$ cat src/rtl/dst_pkg.sv
// Package with register map, field layout and bus types of the dual split timer.
package dst_pkg;

   ////////////////////////////////////////////////////////////////////////////////
   localparam int unsigned ADDR_W = 8;
   localparam logic [5:0] IDX_CTRL_A = 6'h00;
   localparam logic [5:0] IDX_CTRL_D = 6'h03;
   localparam logic [5:0] IDX_CMD_CLR = 6'h04;
   localparam logic [5:0] IDX_CMD_SET = 6'h05;
   localparam logic [5:0] IDX_INT_EN = 6'h0A;
   localparam logic [5:0] IDX_INT_FLAGS = 6'h0B;
   localparam logic [5:0] IDX_DBG_CTRL = 6'h0E;
   localparam logic [5:0] IDX_LOW_CNT = 6'h20;
   localparam logic [5:0] IDX_HIGH_CNT = 6'h21;
   localparam logic [5:0] IDX_LOW_PER = 6'h26;
   localparam logic [5:0] IDX_HIGH_PER = 6'h27;
   localparam logic [5:0] IDX_LOW_CMP0 = 6'h28;
   localparam logic [5:0] IDX_LOW_CMP1 = 6'h2A;
   localparam logic [5:0] IDX_LOW_CMP2 = 6'h2C;

   ////////////////////////////////////////////////////////////////////////////////
   localparam int unsigned CTRL_A_EN_BIT = 0;
   localparam int unsigned CTRL_A_SEL_LSB = 1;
   localparam int unsigned SPLIT_BIT = 0;
   localparam int unsigned DBG_RUN_BIT = 0;
   localparam int unsigned CMD_LSB = 2;
   localparam int unsigned TGT_LSB = 0;
   localparam int unsigned INT_LOW_UNDERFLOW_BIT = 0;
   localparam int unsigned INT_HIGH_UNDERFLOW_BIT = 1;
   localparam int unsigned INT_LCMP_LSB = 4;
   localparam logic [7:0] INT_MASK = 8'h73;
   localparam logic [7:0] CTRL_A_MASK = 8'h0F;
   localparam logic [7:0] REG_RESET = 8'h00;
   localparam logic [1:0] CMD_NONE = 2'h0;
   localparam logic [1:0] CMD_RESTART = 2'h2;
   localparam logic [1:0] CMD_HARD_RESET = 2'h3;
   localparam logic [1:0] TGT_BOTH = 2'h3;

   ////////////////////////////////////////////////////////////////////////////////
   typedef struct packed {
      logic psel;
      logic penable;
      logic pwrite;
      logic [ADDR_W-1:0] paddr;
      logic [31:0] pwdata;
      logic [3:0] pstrb;
   } dst_apb_req_t;

   typedef struct packed {
      logic pready;
      logic pslverr;
      logic [31:0] prdata;
   } dst_apb_rsp_t;

endpackage

$ cat src/rtl/dst_split_timer.sv
// Dual 8-bit split-mode timer with its APB register file.
//
// How it works
// - Command field always reads back as zero in set and clear registers.
// - Command 0 none, 1 reserved, 2 restart, 3 hard reset unless enabled.
// - Command acts only when target field is 3 (both); others select none.
// - Writing one to a command-set bit sets only that bit.
// - Writing one to a command-clear bit clears only that bit.
// - Low compare request n forwarded only when enable bit 4+n is one.
// - High underflow request forwarded only when enable bit 1 is one.
// - Low underflow request forwarded only when enable bit 0 is one.
// - Low compare flag n sets while the timers run and low counter equals compare n.
// - Flags never self-clear; writing one clears, writing zero keeps.
// - High underflow flag sets when high timer reaches bottom.
// - Low underflow flag sets when low timer reaches bottom.
// - Debug halt with run-in-debug zero stops both timers.
// - With run-in-debug one, timers keep running during debug halt.
// - Software write to a counter wins over count, clear or reload.
// - Low period register is the top of the low timer.
// - High period register is the top of the high timer.
// - Split-select bit makes two independent 8-bit timers run.
// - Timers tick at peripheral clock divided by 1..1024 per select code.
//
// Decided for this implementation: the APB interface to the registers.
module dst_split_timer #(
   parameter int unsigned N_CMP = 3
) (
   // Clock and reset.
   input wire logic ref_clk_i,
   input wire logic rst_n_i,
   // Register bus.
   input wire dst_pkg::dst_apb_req_t apb_i,
   output dst_pkg::dst_apb_rsp_t apb_o,
   // Debug halt from the processor.
   input wire logic debug_halt_i,
   // Interrupt requests.
   output logic low_underflow_irq_o,
   output logic high_underflow_irq_o,
   output logic [N_CMP-1:0] low_compare_irq_o
);

   ////////////////////////////////////////////////////////////////////////////////
   // Prescaler tap: a tick occurs when the masked prescaler bits are all zero.
   function automatic logic [9:0] div_mask(input logic [2:0] sel);
      logic [9:0] m;
      m = 10'h000;
      case (sel)
         3'h0: m = 10'h000;
         3'h1: m = 10'h001;
         3'h2: m = 10'h003;
         3'h3: m = 10'h007;
         3'h4: m = 10'h00F;
         3'h5: m = 10'h03F;
         3'h6: m = 10'h0FF;
         default: m = 10'h3FF;
      endcase
      return m;
   endfunction

   // One down-count step with reload from the period after zero.
   function automatic logic [7:0] count_step(input logic [7:0] cnt, input logic [7:0] per);
      return (cnt == 8'h00) ? per : cnt - 8'h01;
   endfunction

   ////////////////////////////////////////////////////////////////////////////////
   logic [3:0] ctrl_a;
   logic split_select;
   logic [1:0] command_target_select;
   logic [7:0] interrupt_enable;
   logic [7:0] interrupt_flags;
   logic run_in_debug_halt;
   logic [7:0] low_counter;
   logic [7:0] high_counter;
   logic [7:0] low_period_value;
   logic [7:0] high_period_value;
   logic [7:0] low_compare [N_CMP];
   logic [9:0] prescale;
   logic [31:0] rdata;
   logic [31:0] prdata_q;
   logic rd_err;

   ////////////////////////////////////////////////////////////////////////////////
   // Bus decode.
   wire logic [5:0] idx = apb_i.paddr[dst_pkg::ADDR_W-1:2];
   wire logic aligned = (apb_i.paddr[1:0] == 2'h0);
   wire logic setup = apb_i.psel & ~apb_i.penable;
   wire logic access = apb_i.psel & apb_i.penable;
   wire logic wr = access & apb_i.pwrite & apb_i.pstrb[0];
   wire logic [7:0] wd = apb_i.pwdata[7:0];
   wire logic is_cmp0 = (idx == dst_pkg::IDX_LOW_CMP0);
   wire logic is_cmp1 = (idx == dst_pkg::IDX_LOW_CMP1);
   wire logic is_cmp2 = (idx == dst_pkg::IDX_LOW_CMP2);
   wire logic mapped = aligned && (idx == dst_pkg::IDX_CTRL_A || idx == dst_pkg::IDX_CTRL_D ||
      idx == dst_pkg::IDX_CMD_CLR || idx == dst_pkg::IDX_CMD_SET || idx == dst_pkg::IDX_INT_EN ||
      idx == dst_pkg::IDX_INT_FLAGS || idx == dst_pkg::IDX_DBG_CTRL || idx == dst_pkg::IDX_LOW_CNT ||
      idx == dst_pkg::IDX_HIGH_CNT || idx == dst_pkg::IDX_LOW_PER || idx == dst_pkg::IDX_HIGH_PER ||
      is_cmp0 || is_cmp1 || is_cmp2);
   wire logic wr_ok = wr & mapped;
   wire logic wr_ctrl_a = wr_ok && idx == dst_pkg::IDX_CTRL_A;
   wire logic wr_ctrl_d = wr_ok && idx == dst_pkg::IDX_CTRL_D;
   wire logic wr_set = wr_ok && idx == dst_pkg::IDX_CMD_SET;
   wire logic wr_clr = wr_ok && idx == dst_pkg::IDX_CMD_CLR;
   wire logic wr_int_en = wr_ok && idx == dst_pkg::IDX_INT_EN;
   wire logic wr_flags = wr_ok && idx == dst_pkg::IDX_INT_FLAGS;
   wire logic wr_dbg = wr_ok && idx == dst_pkg::IDX_DBG_CTRL;
   wire logic wr_low_count = wr_ok && idx == dst_pkg::IDX_LOW_CNT;
   wire logic wr_high_count = wr_ok && idx == dst_pkg::IDX_HIGH_CNT;
   wire logic wr_low_period = wr_ok && idx == dst_pkg::IDX_LOW_PER;
   wire logic wr_high_period = wr_ok && idx == dst_pkg::IDX_HIGH_PER;
   wire logic [N_CMP-1:0] wr_cmp = {N_CMP{wr_ok}} & {is_cmp2, is_cmp1, is_cmp0};

   ////////////////////////////////////////////////////////////////////////////////
   // Command handling.
   wire logic enabled = ctrl_a[dst_pkg::CTRL_A_EN_BIT];
   wire logic [1:0] wr_cmd = wd[dst_pkg::CMD_LSB +: 2];
   wire logic [1:0] wr_tgt = wd[dst_pkg::TGT_LSB +: 2];
   wire logic [1:0] next_target = wr_set ? (command_target_select | wr_tgt) :
      wr_clr ? (command_target_select & ~wr_tgt) : command_target_select;
   wire logic cmd_both = (next_target == dst_pkg::TGT_BOTH);
   wire logic do_restart = wr_set && wr_cmd == dst_pkg::CMD_RESTART && cmd_both;
   wire logic do_hard = wr_set && wr_cmd == dst_pkg::CMD_HARD_RESET && cmd_both
      && !enabled;

   ////////////////////////////////////////////////////////////////////////////////
   // Tick generation and counting.
   wire logic running = enabled & split_select
      & (~debug_halt_i | run_in_debug_halt);
   wire logic tick = running &&
      ((prescale & div_mask(ctrl_a[dst_pkg::CTRL_A_SEL_LSB +: 3])) == 10'h000);
   wire logic low_bottom = tick && low_counter == 8'h00;
   wire logic high_bottom = tick && high_counter == 8'h00;
   wire logic [7:0] low_step = count_step(low_counter, low_period_value);
   wire logic [7:0] high_step = count_step(high_counter, high_period_value);

   logic [N_CMP-1:0] cmp_hit;
   always_comb begin
      for (int i = 0; i < N_CMP; i++) begin
         cmp_hit[i] = running && (low_counter == low_compare[i]);
      end
   end

   logic [7:0] flag_set;
   always_comb begin
      flag_set = 8'h00;
      flag_set[dst_pkg::INT_LOW_UNDERFLOW_BIT] = low_bottom;
      flag_set[dst_pkg::INT_HIGH_UNDERFLOW_BIT] = high_bottom;
      flag_set[dst_pkg::INT_LCMP_LSB +: N_CMP] = cmp_hit;
   end

   // A flag set in the same cycle as its clear stays set.
   wire logic [7:0] next_flags = (interrupt_flags & ~(wr_flags ? wd : 8'h00)
      | flag_set) & dst_pkg::INT_MASK;

   ////////////////////////////////////////////////////////////////////////////////
   // Read data.
   always_comb begin
      rdata = 32'h0000_0000;
      if (idx == dst_pkg::IDX_CTRL_A) begin
         rdata[3:0] = ctrl_a;
      end else if (idx == dst_pkg::IDX_CTRL_D) begin
         rdata[dst_pkg::SPLIT_BIT] = split_select;
      end else if (idx == dst_pkg::IDX_CMD_CLR || idx == dst_pkg::IDX_CMD_SET) begin
         rdata[dst_pkg::TGT_LSB +: 2] = command_target_select;
      end else if (idx == dst_pkg::IDX_INT_EN) begin
         rdata[7:0] = interrupt_enable;
      end else if (idx == dst_pkg::IDX_INT_FLAGS) begin
         rdata[7:0] = interrupt_flags;
      end else if (idx == dst_pkg::IDX_DBG_CTRL) begin
         rdata[dst_pkg::DBG_RUN_BIT] = run_in_debug_halt;
      end else if (idx == dst_pkg::IDX_LOW_CNT) begin
         rdata[7:0] = low_counter;
      end else if (idx == dst_pkg::IDX_HIGH_CNT) begin
         rdata[7:0] = high_counter;
      end else if (idx == dst_pkg::IDX_LOW_PER) begin
         rdata[7:0] = low_period_value;
      end else if (idx == dst_pkg::IDX_HIGH_PER) begin
         rdata[7:0] = high_period_value;
      end else if (is_cmp0) begin
         rdata[7:0] = low_compare[0];
      end else if (is_cmp1) begin
         rdata[7:0] = low_compare[1];
      end else if (is_cmp2) begin
         rdata[7:0] = low_compare[2];
      end else begin
         rdata = 32'h0000_0000;
      end
   end

   // Read data is captured in the setup cycle and stands through the access phase.
   always_ff @(posedge ref_clk_i) begin
      if (!rst_n_i) begin
         prdata_q <= 32'h0000_0000;
         rd_err <= 1'b0;
      end else if (setup) begin
         prdata_q <= aligned ? rdata : 32'h0000_0000;
         rd_err <= ~mapped;
      end
   end

   // The whole response struct has a single driver; the slave never inserts wait states.
   assign apb_o = '{pready: 1'b1, pslverr: access & rd_err, prdata: prdata_q};

   ////////////////////////////////////////////////////////////////////////////////
   // Control registers that a hard reset leaves alone.
   always_ff @(posedge ref_clk_i) begin
      if (!rst_n_i) begin
         ctrl_a <= 4'h0;
         split_select <= 1'b0;
         run_in_debug_halt <= 1'b0;
         prescale <= 10'h000;
      end else begin
         if (wr_ctrl_a) begin
            ctrl_a <= wd[3:0];
         end
         if (wr_ctrl_d) begin
            split_select <= wd[dst_pkg::SPLIT_BIT];
         end
         if (wr_dbg) begin
            run_in_debug_halt <= wd[dst_pkg::DBG_RUN_BIT];
         end
         prescale <= running ? prescale + 10'h001 : 10'h000;
      end
   end

   ////////////////////////////////////////////////////////////////////////////////
   // Split-mode registers.
   always_ff @(posedge ref_clk_i) begin
      if (!rst_n_i || do_hard) begin
         command_target_select <= 2'h0;
         interrupt_enable <= dst_pkg::REG_RESET;
         interrupt_flags <= dst_pkg::REG_RESET;
         low_period_value <= dst_pkg::REG_RESET;
         high_period_value <= dst_pkg::REG_RESET;
         for (int i = 0; i < N_CMP; i++) begin
            low_compare[i] <= dst_pkg::REG_RESET;
         end
      end else begin
         command_target_select <= next_target;
         interrupt_flags <= next_flags;
         if (wr_int_en) begin
            interrupt_enable <= wd & dst_pkg::INT_MASK;
         end
         if (wr_low_period) begin
            low_period_value <= wd;
         end
         if (wr_high_period) begin
            high_period_value <= wd;
         end
         for (int i = 0; i < N_CMP; i++) begin
            if (wr_cmp[i]) begin
               low_compare[i] <= wd;
            end
         end
      end
   end

   always_ff @(posedge ref_clk_i) begin
      if (!rst_n_i || do_hard) begin
         low_counter <= dst_pkg::REG_RESET;
      end else if (wr_low_count) begin
         low_counter <= wd;
      end else if (do_restart) begin
         low_counter <= low_period_value;
      end else if (tick) begin
         low_counter <= low_step;
      end
   end

   always_ff @(posedge ref_clk_i) begin
      if (!rst_n_i || do_hard) begin
         high_counter <= dst_pkg::REG_RESET;
      end else if (wr_high_count) begin
         high_counter <= wd;
      end else if (do_restart) begin
         high_counter <= high_period_value;
      end else if (tick) begin
         high_counter <= high_step;
      end
   end

   ////////////////////////////////////////////////////////////////////////////////
   // Interrupt requests.
   always_ff @(posedge ref_clk_i) begin
      if (!rst_n_i) begin
         low_underflow_irq_o <= 1'b0;
         high_underflow_irq_o <= 1'b0;
         low_compare_irq_o <= '0;
      end else begin
         low_underflow_irq_o <= interrupt_flags[dst_pkg::INT_LOW_UNDERFLOW_BIT]
            & interrupt_enable[dst_pkg::INT_LOW_UNDERFLOW_BIT];
         high_underflow_irq_o <= interrupt_flags[dst_pkg::INT_HIGH_UNDERFLOW_BIT]
            & interrupt_enable[dst_pkg::INT_HIGH_UNDERFLOW_BIT];
         low_compare_irq_o <= interrupt_flags[dst_pkg::INT_LCMP_LSB +: N_CMP]
            & interrupt_enable[dst_pkg::INT_LCMP_LSB +: N_CMP];
      end
   end

endmodule

$ cat config.mk
export PLATFORM = sky130hd
export DESIGN_NAME = dst_split_timer
export DESIGN_NICKNAME = d
export VERILOG_FILES = /design/src/rtl/dst_pkg.sv /design/src/rtl/dst_split_timer.sv
export SDC_FILE = /design/constraint.sdc
export NUM_CORES = 1
export LEC_CHECK = 0
export BUFFER_PORTS_ARGS = -buffer_cell sky130_fd_sc_hd__buf_4
export CAP_MARGIN = 20
export CELL_PAD_IN_SITES_DETAIL_PLACEMENT = 0
export CELL_PAD_IN_SITES_GLOBAL_PLACEMENT = 2
export CORE_ASPECT_RATIO = 1.4
export CORE_MARGIN = 4
export CORE_UTILIZATION = 31
export DETAILED_ROUTE_END_ITERATION = 16
export PLACE_DENSITY = 0.77
export SKIP_LAST_GASP = 1
export SYNTH_ARGS = -nofsm -noshare
export SYNTH_HDL_FRONTEND = slang
export SYNTH_SLANG_ARGS = --single-unit
$ cat constraint.sdc
create_clock -name ref_clk_i -period 2.8 [get_ports ref_clk_i]
set_input_delay 0.42 -clock ref_clk_i [delete_from_list [all_inputs] [get_ports ref_clk_i]]
set_output_delay 0.42 -clock ref_clk_i [all_outputs]
set_load 0.1 [all_outputs]
==> flow_summary.toml, run 1 <==
[critical_path]
cp_slowest_stage_delay_ns = 0.54
path_max_fanout = 8
crit_slowest_cell = "or4b_4"
start_kind = "input pin"
end_kind = "register"
cp_cell_sequence = "buf_4 -> or4b_4 -> nor4_2 -> o2111ai_1 -> o31ai_4 -> o21bai_1 -> buf_12"
reg2reg_depth = 6
crit_type = "input pin to register"
arrival_ns = 2.59
rrSetupSlack_ns = 0.54
crit_path_start = "apb_i[43]"
r2r_start = "ctrl_a[3]"
critPathRequiredTime_ns = 2.86
r2r_end = "low_counter[6]"

[synthesis]
synth-edff-count = 24
synth_cell_type_count = 79
syn_area_sq_um = 5750
avgSynthCellArea_sq_um = 8.79
synth_flop_cell = "dfxtp_1"
yosys.area.top_type_share = 0.258
synth.most_common_cell = "dfxtp_1"
synthTopCellsByArea = "dfxtp_1 26%, edfxtp_1 13%, mux2i_1 5.9%"
ys_async_sr_fraction = 0
yosysTopAreaCell = "dfxtp_1"
synth_commonest_cells = "74 x dfxtp_1, 64 x nor2_1, 44 x nand2_1"
synth_seq_area_share = 0.383
synth-seq-cells = 98
netlist_instances = 654
ys_warn_count = 0

[power_and_ir_drop]
peakVddDrop_uv = 274
p_clk_frac = 0.406
intPower_mw = 2.26
p_per_area_nw_per_um2 = 466
power.share.combinational = 0.125
swShare = 0.285
power_switching_uw = 899
p_total_mw = 3.15
pwr-share-seq = 0.469
p_leak_nw = 2.56

[drt]
drc_errors = 0
drt_pass1_iterations = 6
detail_route.vias_per_cell = 5.45
num_vias = 5205
wirelength_um = 19500
ant_nets = 0
drt_iter0_drc = 428
routedWlPerCell_um = 20.4

[sta]
setup_viol = 0
period_minus_slack_ns = 2.52
finalWorstSetupSlack_ns = 0.276
worst_pin_slew_ns = 0.739
relSlewSlack = 0.503
max_freq_mhz = 396
slew_violations = 0
rsz0062_at_grt = "no"
skew_ns = 0.00985
hold_violations = 0
fin_tns_setup_ns = 0
fin_crit_sh = 0.901

[final_layout]
syn2layout_area_growth_pct = 17.6
drive_above_1_share = 0.166
nets = 765
final_cell_area_sq_um = 6770
antenna_cells = 0

[clocking]
worstSkewPairLatency_ns = 0.35
clock_path_buffers = 2
clk_pin_slew_ns = 0.07
cts.repair.resized = 0
cts.sinks = 98
hold_buffers = 0
postCtsSetupBuffers = 0
htree_num_levels = 3
cts_tree = "built"
root_buffer = "clkbuf_16"
tritoncts.num_buffers = 9

[placement]
port_buffers = 36
preCtsSetupSlack_ns = -0.0618
dp_hpwl_um = 15100
postPlaceCellArea_sq_um = 6470
globalplace.congestion = 0.892

[floorplan]
die_x_um = 123
rows = 58
io_pins = 89
fp.dieArea_sq_um = 20800
die_h_um = 169
start_util = 0.318
core_sq_um = 18100

[global_routing]
overflow = 0
grt_pass1_wl_um = 29900
grt_max_degree = 31
track_usage = 0.187
antenna_found_initial = 0
grt_pass1_vias = 5182

[worst_hold_path]
hold_start = "apb_i[11]"
worstHoldPathCells = 3
hold_path_class = "input pin to register"
whs_endpoint = "low_period_value[7]"

[run]
drv_cap = 0

[status]
status = "finished clean"
==> per-layer routing <==
layer  vias up  routed length [um]  track usage  share of wire
met1      2559                7860        0.226           0.40
met4         0                 686       0.0795          0.035
li1       2453                   -            -              -
met3        29                 880       0.0180          0.045
met5         -                   0            0              0
met2       164               10100        0.336           0.52
==> how the worst max path moves through the flow <==
stage                               endpoint  slack [ns]  cells past startpoint
final                     low_compare[0][10]        0.28                      7
after global routing             prdata_q[3]        0.17                      9
after CTS                 low_compare[0][10]        0.28                      7
after detailed placement  low_compare[0][15]       -0.06                      7
after global placement    low_compare[0][15]       -0.08                      7
after floorplan           low_compare[0][10]        0.14                      7
==> power by group through the flow <==
stage               Clock (mW)  Sequential, mW  Combinational, mW
floorplan                    0            1.51              0.301
global placement             0            1.51              0.388
detailed placement           0            1.51              0.390
CTS                       1.30            1.48              0.392
global route              1.35            1.48              0.412
finish                    1.28            1.48              0.393
==> critical path: cells and delay by family <==
kind	cells	cell delay [ns]
AO/OA/AOI/OAI	3	0.97
AND/OR/NAND/NOR	2	0.90
buffers and inverters	2	0.28
==> logic make-up (layout without fill, tap and decap cells) <==
| kind of cell | Yosys count | in the layout | share of synthesized area |
|---|---|---|---|
| simple gates | 241 | 241 | 0.223 |
| fa+ha+maj | 5 | 5 | 0.0109 |
| mux | 34 | 34 | 0.0592 |
| other cells | 2 | 25 | 0.00131 |
| compound gates | 148 | 148 | 0.180 |
| buf+inv | 81 | 119 | 0.0742 |
| flops | 98 | 98 | 0.383 |
| xor+xnor | 45 | 45 | 0.0685 |
==> per-stage QoR <==
step	utilization	hold slack, ns	std cells
global route	0.374	0.399	955
floorplan	-	0.448	677
global placement	0.358	0.467	939
CTS	0.374	0.390	955
detailed placement	0.358	0.470	939
finish	0.374	0.388	955
==> final cells by class <==
type / count / area [sq um]
flip-flops and latches: 98 / 2200
fillers: 1864 / 11300
multi-input cells: 498 / 3220
clock buffers: 10 / 229
clock inverters: 6 / 65.1
inverters: 19 / 71.3
repair buffers: 84 / 681
well taps: 240 / 300
==> cells in the final DEF, fill, tap and decap left out, types with 13 or more instances in the layout <==
cell type / n
buf_4: 80
dfxtp_1: 74
nor2_1: 64
nand2_1: 44
xor2_1: 36
mux2i_1: 34
a21oi_1: 34
conb_1: 25
edfxtp_1: 24
nand3_1: 22
o21ai_0: 21
inv_1: 19
nor3_1: 18
nand4_1: 15
nor2b_1: 13
==> registers in the layout, summed over array words and instances (netlist names), 2 cells and up <==
name,flops
high_counter,8
ctrl_a,4
interrupt_flags,5
prescale,10
low_compare,24
command_target_select,2
high_period_value,8
low_counter,8
interrupt_enable,5
low_period_value,8
low_compare_irq_o,3
prdata_q,8
No activity file was read; power rests on OpenSTA's default activity.
==> run 2: changes to the inputs <==
==> constraint.sdc (replaced) <==
create_clock -name ref_clk_i -period 2.8 [get_ports ref_clk_i]
set_input_delay 0.7 -clock ref_clk_i [delete_from_list [all_inputs] [get_ports ref_clk_i]]
set_output_delay 0.7 -clock ref_clk_i [all_outputs]
set_load 0.1 [all_outputs]
==> flow_summary.toml, run 2 (synthesis results as in run 1) <==
[sta]
period_minus_slack_ns = 2.68
rsz0062_at_grt = "no"
finalWorstSetupSlack_ns = 0.116
setup_viol = 0
slew_violations = 0
hold_violations = 0
max_freq_mhz = 373
relSlewSlack = 0.478
fin_tns_setup_ns = 0
hold_ws_ns = 0.490
skew_ns = 0.00845
fin_crit_sh = 0.959
worst_pin_slew_ns = 0.778

[power_and_ir_drop]
p_per_area_nw_per_um2 = 455
p_leak_nw = 2.62
peakVddDrop_uv = 290
p_total_mw = 3.13

[floorplan]
start_util = 0.318
core_sq_um = 18100
fp.dieArea_sq_um = 20800
rows = 58
io_pins = 89
die_h_um = 169
die_x_um = 123

[drt]
detail_route.vias_per_cell = 5.43
num_vias = 5253
ant_nets = 0
drt_iter0_drc = 386
wirelength_um = 19500
routedWlPerCell_um = 20.2
drt_pass1_iterations = 5
drc_errors = 0

[status]
status = "finished clean"

[global_routing]
grt_max_degree = 33
overflow = 0
antenna_found_initial = 0
track_usage = 0.190
grt_pass1_vias = 5418
grt_pass1_wl_um = 30200

[placement]
dp_hpwl_um = 15100
dp.cells = 951
globalplace.congestion = 0.908
port_buffers = 36
preCtsSetupSlack_ns = -0.308

[clocking]
tritoncts.num_buffers = 9
clock_path_buffers = 2
clk_pin_slew_ns = 0.07
cts_tree = "built"
cts.sinks = 98
worstSkewPairLatency_ns = 0.35
hold_buffers = 0
htree_num_levels = 3
root_buffer = "clkbuf_16"

[worst_hold_path]
hold_path_class = "register to register"
hold_start = "prdata_q[2]"
worstHoldPathCells = 2
whs_endpoint = "prdata_q[2]"

[critical_path]
start_kind = "input pin"
rrSetupSlack_ns = 0.50
crit_slowest_cell = "or4b_4"
critPathRequiredTime_ns = 2.88
path_buf_inv = 2
r2r_start = "ctrl_a[3]"
reg2reg_depth = 6
path_max_fanout = 8
cp_slowest_stage_delay_ns = 0.55
r2r_end = "low_counter[0]"
arrival_ns = 2.77
end_kind = "register"
cp_cell_sequence = "buf_4 -> or4b_4 -> nor4_4 -> o2111ai_2 -> o31ai_4 -> a211o_1 -> buf_12 -> nor2_1"
cpLargestDelayFamily = "simple AND/OR/NAND/NOR gates"
crit_type = "input pin to register"

[final_layout]
nets = 778
layout.cells.non_filler = 968
n_fill_cell = 1835
reg_top3 = "low_compare: 24 flops, prescale: 10 flops"
antenna_cells = 0
final_common_cell = "buf_4"
largest_reg_flops = 24
largest-register = "low_compare"
layout_common_cells = "95 x buf_4, 74 x dfxtp_1, 64 x nor2_1, 44 x nand2_1, 36 x xor2_1"
syn2layout_area_growth_pct = 19.5
drive_above_1_share = 0.188

[run]
drv_cap = 0
-- run 2: cell count changes in the layout (fill, tap and decap cells not counted), moves of 2 or more --
cell	before	now
clkinv_4	2	0
clkinv_2	0	2
buf_12	4	2
buf_4	80	95
-- run 2: what timing repair did --
item	CTS	global route
endpoints found under the setup margin	0	59
setup buffers	0	1
hold endpoints to repair	0	0
gates resized for setup	0	3
-- run 2: how the worst max path moves through the flow --
stage,from,end,slack [ns],cells past startpoint
after floorplan,apb_i[42],low_compare[0][10],0.002,7
after global placement,apb_i[43],low_compare[0][15],-0.27,6
after detailed placement,apb_i[43],low_compare[0][15],-0.31,6
after CTS,apb_i[43],low_compare[0][11],0.04,6
after global routing,apb_i[43],low_compare[0][18],0.03,8
final,apb_i[43],low_compare[0][2],0.12,8
-- run 2: worst min-delay path, cell delays in order (launching register included) --
cell and delay (ns):
dfxtp_1 0.32, nand3_1 0.06, o21ai_0 0.06
-- run 2: cell type report --
type                    count  area [sq um]  share of cell area
multi-input cells         498          3250               0.473
repair buffers             97           753               0.110
inverters                  19          71.3              0.0104
flip-flops and latches     98          2200               0.320
well taps                 240           300              0.0437
clock buffers               9           225              0.0328
clock inverters             7          68.8              0.0100
-- run 2: stage by stage --
| stage | util | instance area [sq um] |
|---|---|---|
| finish | 0.380 | 6870 |
| CTS | 0.379 | 6840 |
| global route | 0.380 | 6870 |
| detailed placement | 0.362 | 6550 |
| floorplan | - | 5850 |
| global placement | 0.362 | 6550 |
-- run 2: where the power goes --
part / internal, mW / switching [mW]
combinational: 0.0970 / 0.303
sequential: 1.47 / 0.0143
clock: 0.693 / 0.557
-- run 2: metal layers --
metal / routed length, um / global-route usage / vias to the layer above
met5: 0 / 0 / -
li1: - / - / 2475
met1: 7730 / 0.217 / 2557
met4: 1050 / 0.107 / 0
met3: 822 / 0.0273 / 54
met2: 9910 / 0.333 / 167
